## config.mk

```make
export PLATFORM = sky130hd
export DESIGN_NAME = cpu_mode_access_guard
export DESIGN_NICKNAME = d
export VERILOG_FILES = /design/src/shared/guard_pkg.sv /design/src/logic/cpu_mode_access_guard.sv /design/src/logic/addr_window.sv
export VERILOG_INCLUDE_DIRS = /design/src /design/src/shared
export SDC_FILE = /design/constraint.sdc
export NUM_CORES = 1
export LEC_CHECK = 0
export BUFFER_PORTS_ARGS = -buffer_cell sky130_fd_sc_hd__buf_2
export CORE_MARGIN = 2
export CORE_UTILIZATION = 58
export DETAILED_ROUTE_END_ITERATION = 10
export PLACE_DENSITY_LB_ADDON = 0.25
export SLEW_MARGIN = 20
export SYNTH_ARGS = -nofsm -noshare
export SYNTH_HDL_FRONTEND = slang
export SYNTH_SLANG_ARGS = --single-unit
```

## constraint.sdc

```tcl
create_clock -name mclk -period 4.9 [get_ports mclk]
set_input_delay 0.49 -clock mclk [delete_from_list [all_inputs] [get_ports mclk]]
set_output_delay 0.49 -clock mclk [all_outputs]
set_load 0.01 [all_outputs]
```

## src/shared/guard_regs.svh

```systemverilog
// offsets, field positions, reset values and address maps of the access guard
// assumes byte addresses on a 32-bit AHB-Lite bus; cpu memory spaces are 16-bit each
`ifndef GUARD_REGS_SVH
`define GUARD_REGS_SVH

// ahb register byte offsets
`define GREG_FW_CTRL_LOW      8'h00
`define GREG_FW_CTRL_HIGH     8'h04
`define GREG_EXCH_BASE_LOW    8'h08
`define GREG_EXCH_BASE_HIGH   8'h0c
`define GREG_EXCH_SIZE_LOW    8'h10
`define GREG_EXCH_SIZE_HIGH   8'h14
`define GREG_SEG_TABLE_PTR    8'h18
`define GREG_DENY_COUNT       8'h1c
`define GREG_DECODE_MSB       7

// reset values
`define GRST_BYTE             8'h00
`define GRST_SEG_PTR          16'h0000
`define GRST_COUNT            16'h0000

// ahb encodings
`define AHB_HTRANS_NONSEQ_BIT 1
`define AHB_HRESP_OKAY        1'b0

// mode selection
`define MODE_STATE_PSW        2'b00
`define MODE_STATE_BOOT       2'b01
`define MODE_STATE_TEST       2'b10
`define MODE_STATE_CL         2'b11
`define PSW_SYSTEM_BIT        7

// memory partitions
`define TEST_ROM_BASE         16'h0000
`define TEST_ROM_SIZE         16'h2000
`define ACM_BASE              16'h2000
`define ACM_SIZE              16'h0040
`define OS_EE_BASE            16'h0000
`define OS_EE_SIZE            16'h1000
`define SEC_ROW_BASE          16'h1000
`define SEC_ROW_SIZE          16'h0020
`define OS_RAM_BASE           16'h0000
`define OS_RAM_SIZE           16'h0400

// special function register group ranges (inclusive bounds)
`define SFR_CPU_LO            8'h80
`define SFR_CPU_HI            8'h8f
`define SFR_SEG_LO            8'h90
`define SFR_SEG_HI            8'h97
`define SFR_SYS_LO            8'h98
`define SFR_SYS_HI            8'h9f
`define SFR_FW_LO             8'ha0
`define SFR_FW_HI             8'ha7
`define SFR_OS_LO             8'ha8
`define SFR_OS_HI             8'haf
`define SFR_TEST_LO           8'hb0
`define SFR_TEST_HI           8'hbf
`define SFR_HW_LO             8'hc0

// individual registers
`define SFR_STATUS_UPPER      8'h98
`define SFR_HIDDEN_0          8'h9d
`define SFR_HIDDEN_1          8'h9e
`define SFR_HIDDEN_2          8'h9f
`define SFR_CLOCK_SELECT      8'hc0
`define SFR_RANDOM_VALUE      8'hc4
`define SFR_KEY_A             8'hc8
`define SFR_KEY_D             8'hc9
`define SFR_HW_COMP_LSB       2
`define SFR_HW_COMP_MSB       5

`endif

```

## src/shared/guard_pkg.sv

```systemverilog
// types shared by the access guard files
// assumes the constants of guard_regs.svh
package guard_pkg;
    typedef enum logic [2:0] {
        mode_boot,
        mode_test,
        mode_contactless,
        mode_system,
        mode_user
    } cpu_mode_t;

    typedef enum logic [1:0] {
        space_rom,
        space_eeprom,
        space_ram,
        space_pkc_ram
    } mem_space_t;

    typedef enum logic [2:0] {
        grp_cpu,
        grp_segcfg,
        grp_sysmgmt,
        grp_fwcfg,
        grp_osreg,
        grp_test,
        grp_hw
    } sfr_group_t;
endpackage

```

## src/logic/cpu_mode_access_guard.sv

```systemverilog
// mode-based guard for cpu memory and special function register accesses
// assumes cpu requests on mclk, sfr bank answers bank_rdata in the cycle of bank_rd
//
// Our own choices: the placing of the registers and the AHB-Lite slave port.
`timescale 1ns/1ps
`include "guard_regs.svh"

module cpu_mode_access_guard (
    // clock and reset
    input  wire logic        mclk,
    input  wire logic        rst,
    // ahb-lite slave
    input  wire logic        hsel,
    input  wire logic [31:0] haddr,
    input  wire logic [1:0]  htrans,
    input  wire logic        hwrite,
    input  wire logic [2:0]  hsize,
    input  wire logic [31:0] hwdata,
    input  wire logic        hready,
    output logic             hreadyout,
    output logic             hresp,
    output logic [31:0]      hrdata,
    // mode source
    input  wire logic [7:0]  status_word_upper,
    input  wire logic [1:0]  mode_state,
    // segment entry in use
    input  wire logic [2:0]  seg_mem_rights,
    input  wire logic [15:0] seg_hw_rights,
    // memory request
    input  wire logic        mem_req,
    input  wire logic        copro_req,
    input  wire logic [1:0]  mem_space,
    input  wire logic [15:0] mem_addr,
    input  wire logic        mem_rd,
    input  wire logic        mem_wr,
    input  wire logic        mem_exec,
    output logic             mem_grant,
    output logic             mem_deny,
    // sfr request from cpu
    input  wire logic        sfr_req,
    input  wire logic [7:0]  sfr_addr,
    input  wire logic        sfr_rd,
    input  wire logic        sfr_wr,
    input  wire logic [7:0]  sfr_wdata,
    output logic [7:0]       sfr_rdata,
    output logic             sfr_done,
    output logic             sfr_denied,
    // sfr bank
    output logic             bank_rd,
    output logic             bank_wr,
    output logic [7:0]       bank_addr,
    output logic [7:0]       bank_wdata,
    input  wire logic [7:0]  bank_rdata
);
    guard_pkg::cpu_mode_t  mode;
    guard_pkg::mem_space_t space;
    guard_pkg::sfr_group_t group;

    logic [7:0]  fw_ctrl_low;
    logic [7:0]  fw_ctrl_high;
    logic [7:0]  exch_base_low;
    logic [7:0]  exch_base_high;
    logic [7:0]  exch_size_low;
    logic [7:0]  exch_size_high;
    logic [15:0] seg_table_ptr;
    logic [15:0] mem_deny_count;
    logic [15:0] sfr_deny_count;

    logic        ahb_wr_pend;
    logic [7:0]  ahb_wr_addr;
    logic [31:0] next_hrdata;
    logic        ahb_take;

    logic        hit_test_rom;
    logic        hit_acm;
    logic        hit_os_ee;
    logic        hit_sec_row;
    logic        hit_os_ram;
    logic        hit_exch;
    logic        seg_ok;
    logic        seg_enabled;
    logic        next_mem_grant;

    logic        next_sfr_rd_ok;
    logic        next_sfr_wr_ok;
    logic [3:0]  hw_comp;
    logic [15:0] fw_rights;
    logic        read_pend;
    logic        read_hit;

    // mode in force for this cycle's requests
    always_comb begin
        unique case (mode_state)
            `MODE_STATE_BOOT: mode = guard_pkg::mode_boot;
            `MODE_STATE_TEST: mode = guard_pkg::mode_test;
            `MODE_STATE_CL:   mode = guard_pkg::mode_contactless;
            default: begin
                mode = status_word_upper[`PSW_SYSTEM_BIT] ? guard_pkg::mode_system : guard_pkg::mode_user;
            end
        endcase
    end

    // ahb-lite slave: zero wait states, always okay
    assign ahb_take = hsel && hready && htrans[`AHB_HTRANS_NONSEQ_BIT];

    always_comb begin
        next_hrdata = 32'h00000000;
        unique case (haddr[`GREG_DECODE_MSB:0])
            `GREG_FW_CTRL_LOW:    next_hrdata = {24'h000000, fw_ctrl_low};
            `GREG_FW_CTRL_HIGH:   next_hrdata = {24'h000000, fw_ctrl_high};
            `GREG_EXCH_BASE_LOW:  next_hrdata = {24'h000000, exch_base_low};
            `GREG_EXCH_BASE_HIGH: next_hrdata = {24'h000000, exch_base_high};
            `GREG_EXCH_SIZE_LOW:  next_hrdata = {24'h000000, exch_size_low};
            `GREG_EXCH_SIZE_HIGH: next_hrdata = {24'h000000, exch_size_high};
            `GREG_SEG_TABLE_PTR:  next_hrdata = {16'h0000, seg_table_ptr};
            `GREG_DENY_COUNT:     next_hrdata = {sfr_deny_count, mem_deny_count};
            default:              next_hrdata = 32'h00000000;
        endcase
        if (haddr[31:8] != 24'h000000) begin
            next_hrdata = 32'h00000000;
        end
    end

    always_ff @(posedge mclk) begin
        if (rst) begin
            hreadyout   <= 1'b1;
            hresp       <= `AHB_HRESP_OKAY;
            hrdata      <= 32'h00000000;
            ahb_wr_pend <= 1'b0;
            ahb_wr_addr <= 8'h00;
        end else begin
            hreadyout   <= 1'b1;
            hresp       <= `AHB_HRESP_OKAY;
            ahb_wr_pend <= ahb_take && hwrite && (haddr[31:8] == 24'h000000);
            ahb_wr_addr <= haddr[7:0];
            if (ahb_take && !hwrite) begin
                hrdata <= next_hrdata;
            end
        end
    end

    // configuration registers; segment pointer zero keeps every segment off
    always_ff @(posedge mclk) begin
        if (rst) begin
            fw_ctrl_low    <= `GRST_BYTE;
            fw_ctrl_high   <= `GRST_BYTE;
            exch_base_low  <= `GRST_BYTE;
            exch_base_high <= `GRST_BYTE;
            exch_size_low  <= `GRST_BYTE;
            exch_size_high <= `GRST_BYTE;
            seg_table_ptr  <= `GRST_SEG_PTR;
        end else if (ahb_wr_pend) begin
            unique case (ahb_wr_addr)
                `GREG_FW_CTRL_LOW:    fw_ctrl_low    <= hwdata[7:0];
                `GREG_FW_CTRL_HIGH:   fw_ctrl_high   <= hwdata[7:0];
                `GREG_EXCH_BASE_LOW:  exch_base_low  <= hwdata[7:0];
                `GREG_EXCH_BASE_HIGH: exch_base_high <= hwdata[7:0];
                `GREG_EXCH_SIZE_LOW:  exch_size_low  <= hwdata[7:0];
                `GREG_EXCH_SIZE_HIGH: exch_size_high <= hwdata[7:0];
                `GREG_SEG_TABLE_PTR:  seg_table_ptr  <= hwdata[15:0];
                default: begin
                end
            endcase
        end
    end

    // memory partition windows
    addr_window #(.AW(16)) u_test_rom (
        .addr (mem_addr),
        .base (`TEST_ROM_BASE),
        .size (`TEST_ROM_SIZE),
        .hit  (hit_test_rom)
    );
    addr_window #(.AW(16)) u_acm (
        .addr (mem_addr),
        .base (`ACM_BASE),
        .size (`ACM_SIZE),
        .hit  (hit_acm)
    );
    addr_window #(.AW(16)) u_os_ee (
        .addr (mem_addr),
        .base (`OS_EE_BASE),
        .size (`OS_EE_SIZE),
        .hit  (hit_os_ee)
    );
    addr_window #(.AW(16)) u_sec_row (
        .addr (mem_addr),
        .base (`SEC_ROW_BASE),
        .size (`SEC_ROW_SIZE),
        .hit  (hit_sec_row)
    );
    addr_window #(.AW(16)) u_os_ram (
        .addr (mem_addr),
        .base (`OS_RAM_BASE),
        .size (`OS_RAM_SIZE),
        .hit  (hit_os_ram)
    );
    addr_window #(.AW(16)) u_exch (
        .addr (mem_addr),
        .base ({exch_base_high, exch_base_low}),
        .size ({exch_size_high, exch_size_low}),
        .hit  (hit_exch)
    );

    // a segment with no rights, or no table at all, is treated as off
    assign seg_enabled = (seg_table_ptr != 16'h0000) && (seg_mem_rights != 3'b000);
    assign seg_ok      = seg_enabled && (!mem_rd || seg_mem_rights[0])
                         && (!mem_wr || seg_mem_rights[1]) && (!mem_exec || seg_mem_rights[2]);
    assign space       = guard_pkg::mem_space_t'(mem_space);

    always_comb begin
        next_mem_grant = 1'b0;
        if (copro_req) begin
            // coprocessor bypasses cpu mode: eeprom read, own ram read and write
            unique case (space)
                guard_pkg::space_eeprom:  next_mem_grant = !mem_wr && !mem_exec;
                guard_pkg::space_pkc_ram: next_mem_grant = !mem_exec;
                default:                  next_mem_grant = 1'b0;
            endcase
        end else begin
            unique case (space)
                guard_pkg::space_rom: begin
                    unique case (mode)
                        guard_pkg::mode_boot:        next_mem_grant = hit_test_rom && !mem_wr;
                        guard_pkg::mode_contactless: next_mem_grant = (hit_test_rom && !mem_wr)
                                                                      || (hit_acm && !mem_wr && !mem_exec);
                        guard_pkg::mode_test:        next_mem_grant = !mem_wr;
                        guard_pkg::mode_system:      next_mem_grant = !hit_test_rom && !mem_wr;
                        guard_pkg::mode_user:        next_mem_grant = !hit_test_rom && !mem_wr && seg_ok;
                    endcase
                end
                guard_pkg::space_eeprom: begin
                    unique case (mode)
                        guard_pkg::mode_boot,
                        guard_pkg::mode_contactless: next_mem_grant = hit_os_ee
                                                                      || (hit_sec_row && !mem_wr && !mem_exec);
                        guard_pkg::mode_test:        next_mem_grant = 1'b1;
                        guard_pkg::mode_system:      next_mem_grant = !hit_os_ee;
                        guard_pkg::mode_user:        next_mem_grant = !hit_os_ee && seg_ok;
                    endcase
                end
                guard_pkg::space_ram: begin
                    unique case (mode)
                        guard_pkg::mode_boot:        next_mem_grant = hit_os_ram && !mem_exec;
                        guard_pkg::mode_contactless: next_mem_grant = (hit_os_ram || (!hit_os_ram && hit_exch))
                                                                      && !mem_exec;
                        guard_pkg::mode_test:        next_mem_grant = !mem_exec;
                        guard_pkg::mode_system:      next_mem_grant = !hit_os_ram && !mem_exec;
                        guard_pkg::mode_user:        next_mem_grant = !hit_os_ram && !mem_exec && seg_ok;
                    endcase
                end
                default: next_mem_grant = 1'b0;
            endcase
        end
        // a request naming no operation grants nothing
        if (!(mem_rd || mem_wr || mem_exec)) begin
            next_mem_grant = 1'b0;
        end
    end

    // verdict before the memory is touched
    always_ff @(posedge mclk) begin
        if (rst) begin
            mem_grant <= 1'b0;
            mem_deny  <= 1'b0;
        end else begin
            mem_grant <= mem_req && next_mem_grant;
            mem_deny  <= mem_req && !next_mem_grant;
        end
    end

    // sfr group decode
    always_comb begin
        if (sfr_addr <= `SFR_CPU_HI && sfr_addr >= `SFR_CPU_LO) begin
            group = guard_pkg::grp_cpu;
        end else if (sfr_addr >= `SFR_SEG_LO && sfr_addr <= `SFR_SEG_HI) begin
            group = guard_pkg::grp_segcfg;
        end else if (sfr_addr >= `SFR_SYS_LO && sfr_addr <= `SFR_SYS_HI) begin
            group = guard_pkg::grp_sysmgmt;
        end else if (sfr_addr >= `SFR_FW_LO && sfr_addr <= `SFR_FW_HI) begin
            group = guard_pkg::grp_fwcfg;
        end else if (sfr_addr >= `SFR_OS_LO && sfr_addr <= `SFR_OS_HI) begin
            group = guard_pkg::grp_osreg;
        end else if (sfr_addr >= `SFR_HW_LO) begin
            group = guard_pkg::grp_hw;
        end else begin
            // below the cpu block and the test range both stay boot- and test-mode only
            group = guard_pkg::grp_test;
        end
    end

    assign hw_comp = sfr_addr[`SFR_HW_COMP_MSB:`SFR_HW_COMP_LSB];
    // one firewall bit per hardware component
    assign fw_rights = {fw_ctrl_high, fw_ctrl_low};

    always_comb begin
        next_sfr_rd_ok = 1'b0;
        next_sfr_wr_ok = 1'b0;
        if (mode == guard_pkg::mode_boot || mode == guard_pkg::mode_test) begin
            next_sfr_rd_ok = 1'b1;
            next_sfr_wr_ok = 1'b1;
        end else begin
            unique case (group)
                guard_pkg::grp_cpu: begin
                    next_sfr_rd_ok = 1'b1;
                    next_sfr_wr_ok = 1'b1;
                end
                guard_pkg::grp_segcfg: begin
                    next_sfr_rd_ok = (mode == guard_pkg::mode_system);
                    next_sfr_wr_ok = (mode == guard_pkg::mode_system);
                end
                guard_pkg::grp_sysmgmt: begin
                    next_sfr_rd_ok = (mode == guard_pkg::mode_system)
                                     || (sfr_addr == `SFR_STATUS_UPPER);
                    next_sfr_wr_ok = (mode == guard_pkg::mode_system);
                end
                guard_pkg::grp_fwcfg: begin
                    next_sfr_rd_ok = (mode == guard_pkg::mode_system) || (mode == guard_pkg::mode_contactless);
                    next_sfr_wr_ok = (mode == guard_pkg::mode_system);
                end
                guard_pkg::grp_osreg: begin
                    next_sfr_rd_ok = (mode == guard_pkg::mode_contactless);
                    next_sfr_wr_ok = (mode == guard_pkg::mode_contactless);
                end
                guard_pkg::grp_hw: begin
                    unique case (mode)
                        guard_pkg::mode_system: begin
                            next_sfr_rd_ok = 1'b1;
                            next_sfr_wr_ok = 1'b1;
                        end
                        guard_pkg::mode_contactless: begin
                            next_sfr_rd_ok = fw_rights[hw_comp]
                                             || (sfr_addr == `SFR_CLOCK_SELECT);
                            next_sfr_wr_ok = fw_rights[hw_comp];
                        end
                        guard_pkg::mode_user: begin
                            next_sfr_rd_ok = (seg_table_ptr != 16'h0000) && seg_hw_rights[hw_comp];
                            next_sfr_wr_ok = (seg_table_ptr != 16'h0000) && seg_hw_rights[hw_comp];
                        end
                        default: begin
                        end
                    endcase
                end
                default: begin
                end
            endcase
        end
        // fixed restrictions hold in every mode
        if (sfr_addr == `SFR_HIDDEN_0 || sfr_addr == `SFR_HIDDEN_1 || sfr_addr == `SFR_HIDDEN_2
            || sfr_addr == `SFR_KEY_A || sfr_addr == `SFR_KEY_D) begin
            next_sfr_rd_ok = 1'b0;
        end
        // segmentation config stays closed even to boot and test code
        if (group == guard_pkg::grp_segcfg && mode != guard_pkg::mode_system) begin
            next_sfr_rd_ok = 1'b0;
            next_sfr_wr_ok = 1'b0;
        end
        if (sfr_addr == `SFR_RANDOM_VALUE) begin
            next_sfr_wr_ok = 1'b0;
        end
    end

    // stage 1: forward only granted operations, so denied reads cause no side effect
    always_ff @(posedge mclk) begin
        if (rst) begin
            bank_rd    <= 1'b0;
            bank_wr    <= 1'b0;
            bank_addr  <= 8'h00;
            bank_wdata <= 8'h00;
            read_pend  <= 1'b0;
            read_hit   <= 1'b0;
        end else begin
            bank_rd    <= sfr_req && sfr_rd && next_sfr_rd_ok;
            bank_wr    <= sfr_req && sfr_wr && next_sfr_wr_ok;
            bank_addr  <= sfr_addr;
            bank_wdata <= sfr_wdata;
            read_pend  <= sfr_req;
            read_hit   <= sfr_req && (sfr_rd ? next_sfr_rd_ok : 1'b1) && (sfr_wr ? next_sfr_wr_ok : 1'b1);
        end
    end

    // stage 2: answer; a denied read gives zero
    always_ff @(posedge mclk) begin
        if (rst) begin
            sfr_rdata  <= 8'h00;
            sfr_done   <= 1'b0;
            sfr_denied <= 1'b0;
        end else begin
            sfr_rdata  <= bank_rd ? bank_rdata : 8'h00;
            sfr_done   <= read_pend;
            sfr_denied <= read_pend && !read_hit;
        end
    end

    // saturating denial counters, visible to software
    always_ff @(posedge mclk) begin
        if (rst) begin
            mem_deny_count <= `GRST_COUNT;
            sfr_deny_count <= `GRST_COUNT;
        end else begin
            if (mem_deny && mem_deny_count != 16'hffff) begin
                mem_deny_count <= mem_deny_count + 16'h0001;
            end
            if (read_pend && !read_hit && sfr_deny_count != 16'hffff) begin
                sfr_deny_count <= sfr_deny_count + 16'h0001;
            end
        end
    end
endmodule // cpu_mode_access_guard

```

## src/logic/addr_window.sv

```systemverilog
// address window compare: base inclusive, base plus size exclusive
// assumes base plus size does not need to wrap; carry is kept so it cannot alias
`timescale 1ns/1ps
module addr_window #(
    parameter int AW = 16
) (
    // compare
    input  wire logic [AW-1:0] addr,
    input  wire logic [AW-1:0] base,
    input  wire logic [AW-1:0] size,
    output logic               hit
);
    logic [AW:0] limit;

    assign limit = {1'b0, base} + {1'b0, size};
    assign hit   = ({1'b0, addr} >= {1'b0, base}) && ({1'b0, addr} < limit);
endmodule // addr_window

```

==> parameters.txt <==
Parameter                              Value

Critical path
  Sequence of cells on the critical path ... ha_1, fa_1, a211oi_2, o21ai_0, a31oi_1, o311ai_1, nor3_1, a21oi_1, xnor2_1, ha_1, nand4_1, nor2_1, a2111oi_0, a211o_1, a21bo_1, a211oi_1
  Arrival time worst endpoint ... 4.03 ns
  Slowest stage cell on the critical path ... sky130_fd_sc_hd__fa_1
  Count of buffer and inverter cells on the critical path ... 0
  Data required time at the worst endpoint ... 5.25 ns
  Startpoint Class ... flop
  Delay of the slowest critical-path stage ... 0.45 ns
  Setup CP Type ... flop to flop
  Cell with the most instances on the worst path ... sky130_fd_sc_hd__ha_1
  Critical Path Fanout Max ... 4
  Cell class contributing the biggest share of worst-path delay ... compound AO/OA/AOI/OAI gates
  Critical Path End Type ... flop

Timing
  Maximum clock skew at final layout ... 0.00751 ns
  Hold violation total from the final report ... 0
  Worst-margin pin slew ... 0.991 ns
  Final setup vio count ... 0
  RSZ-0062 raised after global routing ... false
  Worst Hold Margin ... ~0.26 ns
  Tmin final ... approximately 3.7 ns
  Final slew viol count ... 0
  Final sum of negative setup slack ... 0 ns
  Final cycle utilization of the critical path ... 75.2%
  Maximum achievable frequency ... around 270 MHz
  Worst relative slew slack ... 33.6%

Power
  Net switching power of the design ... between 0.7 and 0.8 mW
  Sw Share ... approximately 24%
  Ratio of total power to cell area ... 287 nW/um^2
  Worst IR Drop VDD ... 0.303 mV
  Portion of total power attributed to combinational logic ... between 8 and 9%
  Cell-internal power ... 2.30 mW
  Leakage power ... 4.33 nW
  Total power ... 3.03 mW
  Power share of the sequential group ... between 40% and 50%
  Clock power frac ... 45.4%

Clock tree
  Clock latency of the later-clocked register in the worst-skew pair ... 0.43 ns
  CTS clk-pin slew, worst paths ... approximately 0.07 ns
  Sinks on the clock net ... 169
  TritonCTS clock tree ... built
  Clock Tree Root ... sky130_fd_sc_hd__clkbuf_16
  Number of buffers added to fix hold violations after cts ... 0
  Post-cts gate resize count ... 0
  CTS H-tree depth ... 4
  TritonCTS Buffers ... 17
  Setup Fix Bufs, Post-CTS ... 0
  Largest buffer count on any clock path ... 2

GRT
  Maximum number of pins on one net before global-route repair ... 96
  Total routing resource utilization after global routing ... 29.1%
  Remaining global-route overflow ... 0
  First-pass GRT wire length ... around 38,000 microns
  Via count of the first global-routing pass ... 7,739
  Antenna violations before repair ... 0

Placement
  Routability cong. ... 0.964
  Number of I/O port buffers ... 187
  Detailed-placement wirelength estimate ... 17,600 microns

Final layout
  Final-stage net count ... between 1,000 and 1,500
  Util after Layout ... 69.7%
  Fraction of layout instances using a drive strength above 1 ... 19.8%
  Diodes inserted ... 0
  Layout-stage area growth over the synthesis result ... 18.0%

Die
  Die Span Y ... 128 microns
  Die Area ... 16,400 sq um
  Top-level port count ... 217
  Core region area ... 15,100 sq um
  Number of placement rows ... 45
  Die X-Extent ... between 100 and 150 microns
  Initial Util ... 59.1%

Yosys
  Dominant cells by area after synthesis ... sky130_fd_sc_hd__dfxtp_1 (38%), sky130_fd_sc_hd__ha_1 (7.6%), sky130_fd_sc_hd__nor2_1 (5.8%)
  Number of synthesized register bits ... 169
  Count of flip-flops with a built-in enable after synthesis ... 0
  Post-synthesis sequential area ratio ... 37.8%
  Mapped Cells ... 1,053
  Average cell area after synthesis ... 8.49 sq um
  Synthesis warning total ... 0
  Leading cell types by count after synthesis ... sky130_fd_sc_hd__dfxtp_1 (169), sky130_fd_sc_hd__nor2_1 (139), sky130_fd_sc_hd__nand2_1 (123)
  Portion of synthesized cell area occupied by the leading cell type ... between 30% and 40%
  Number of different library cells in the post-synthesis netlist ... 67
  Most area-hungry cell type in the Yosys netlist ... sky130_fd_sc_hd__dfxtp_1
  Most frequently used flop master after synthesis ... sky130_fd_sc_hd__dfxtp_1
  Post-Synthesis Cell Area ... 8940 sq um
  Syn Nets ... 1,261
  Post-synth ARST share ... 0%
  Most common cell in the synthesized netlist ... sky130_fd_sc_hd__dfxtp_1

Drt
  Drt wl/cell ... 17.0 microns
  Violation count after the first detailed-routing iteration ... between 600 and 700
  Vias ... 8,415
  Final ANT Viol Nets ... 0
  Post-detailed-route via-to-cell ratio ... 5.93
  DR DRC count ... 0
  Number of iterations in the first detailed-routing pass ... 6
  Post-Route WL ... 24,200 microns

Worst hold path
  Type of the tightest min-delay check ... primary input to flop

Run
  Maxcap violations ... 0

Status
  Status ... completed
[flip-flops by register name (all words and copies together) (netlist names), 16 cells and up]
name and count:
sfr_deny_count 16, hrdata 32, mem_deny_count 16, seg_table_ptr 16
[metrics by stage]
| stage | worst slack [ns] | instances | area [sq um] |
|---|---|---|---|
| global route | 0.882 | 1418 | 10600 |
| global placement | 1.34 | 1386 | 9940 |
| detailed placement | 1.26 | 1386 | 9940 |
| CTS | 1.25 | 1418 | 10600 |
| floorplan | 1.67 | 1053 | 8940 |
| finish | 1.22 | 1418 | 10600 |
[cell families (layout without fill, tap and decap cells)]
group	count (synthesis)	after routing	synth area share [%]
flip-flops	169	169	37.8
AND/OR/NAND/NOR	425	425	22.4
adder cells (fa/ha/maj)	55	55	7.78
buffers and inverters	76	253	3.50
XOR/XNOR	39	39	3.82
AO/OA/AOI/OAI	227	227	16.3
multiplexers	60	60	8.31
other	2	2	0.0840
[power by group through the flow]
stage                     clock network (mW)  registers [mW]  logic (mW)
after detailed placement                   0            1.43       0.245
after CTS                               1.38            1.40       0.248
after floorplan                            0            1.43       0.134
after global routing                    1.43            1.40       0.277
after global placement                     0            1.43       0.241
final                                   1.37            1.40       0.251
[cell usage in the layout (no fill, tap or decap), types with 24 or more instances in the layout]
| cell type | netlist | layout |
|---|---|---|
| sky130_fd_sc_hd__buf_2 | 7 | 186 |
| sky130_fd_sc_hd__dfxtp_1 | 169 | 169 |
| sky130_fd_sc_hd__nor2_1 | 139 | 139 |
| sky130_fd_sc_hd__nand2_1 | 123 | 123 |
| sky130_fd_sc_hd__a21oi_1 | 88 | 88 |
| sky130_fd_sc_hd__ha_1 | 54 | 54 |
| sky130_fd_sc_hd__mux2i_1 | 42 | 42 |
| sky130_fd_sc_hd__inv_1 | 31 | 31 |
| sky130_fd_sc_hd__a22oi_1 | 31 | 31 |
| sky130_fd_sc_hd__o21ai_0 | 26 | 26 |
| sky130_fd_sc_hd__nor2b_1 | 25 | 25 |
| sky130_fd_sc_hd__nand3_1 | 24 | 24 |
[final timing paths]
| path | start | endpoint | slack [ns] | cells after the start |
|---|---|---|---|---|
| max | exch_base_low[0] | mem_deny | 1.22 | 16 |
| min | bank_rdata[7] | sfr_rdata[7] | 0.26 | 2 |
| max reg2reg | exch_base_low[0] | mem_deny | 1.22 | 16 |
| min reg2reg | fw_ctrl_low[1] | fw_ctrl_low[1] | 0.48 | 2 |
[cell type report]
| type | instances | area, sq um |
|---|---|---|
| inverters | 31 | 116 |
| clock inverters | 11 | 136 |
| fillers | 1216 | 4590 |
| multi-input cells | 808 | 5250 |
| repair buffers | 190 | 961 |
| well taps | 188 | 235 |
| clock buffers | 21 | 470 |
| flip-flops and latches | 169 | 3380 |
[metal layers]
| layer | global-route usage, % | vias to the layer above | part of all wire, % |
|---|---|---|---|
| met3 | 5.01 | 56 | 7.1 |
| met1 | 38.0 | 3914 | 43 |
| met5 | 0 | - | 0 |
| met2 | 48.8 | 361 | 47 |
| li1 | - | 4084 | - |
| met4 | 9.63 | 0 | 2.6 |
(Power assumes the default switching activity.)
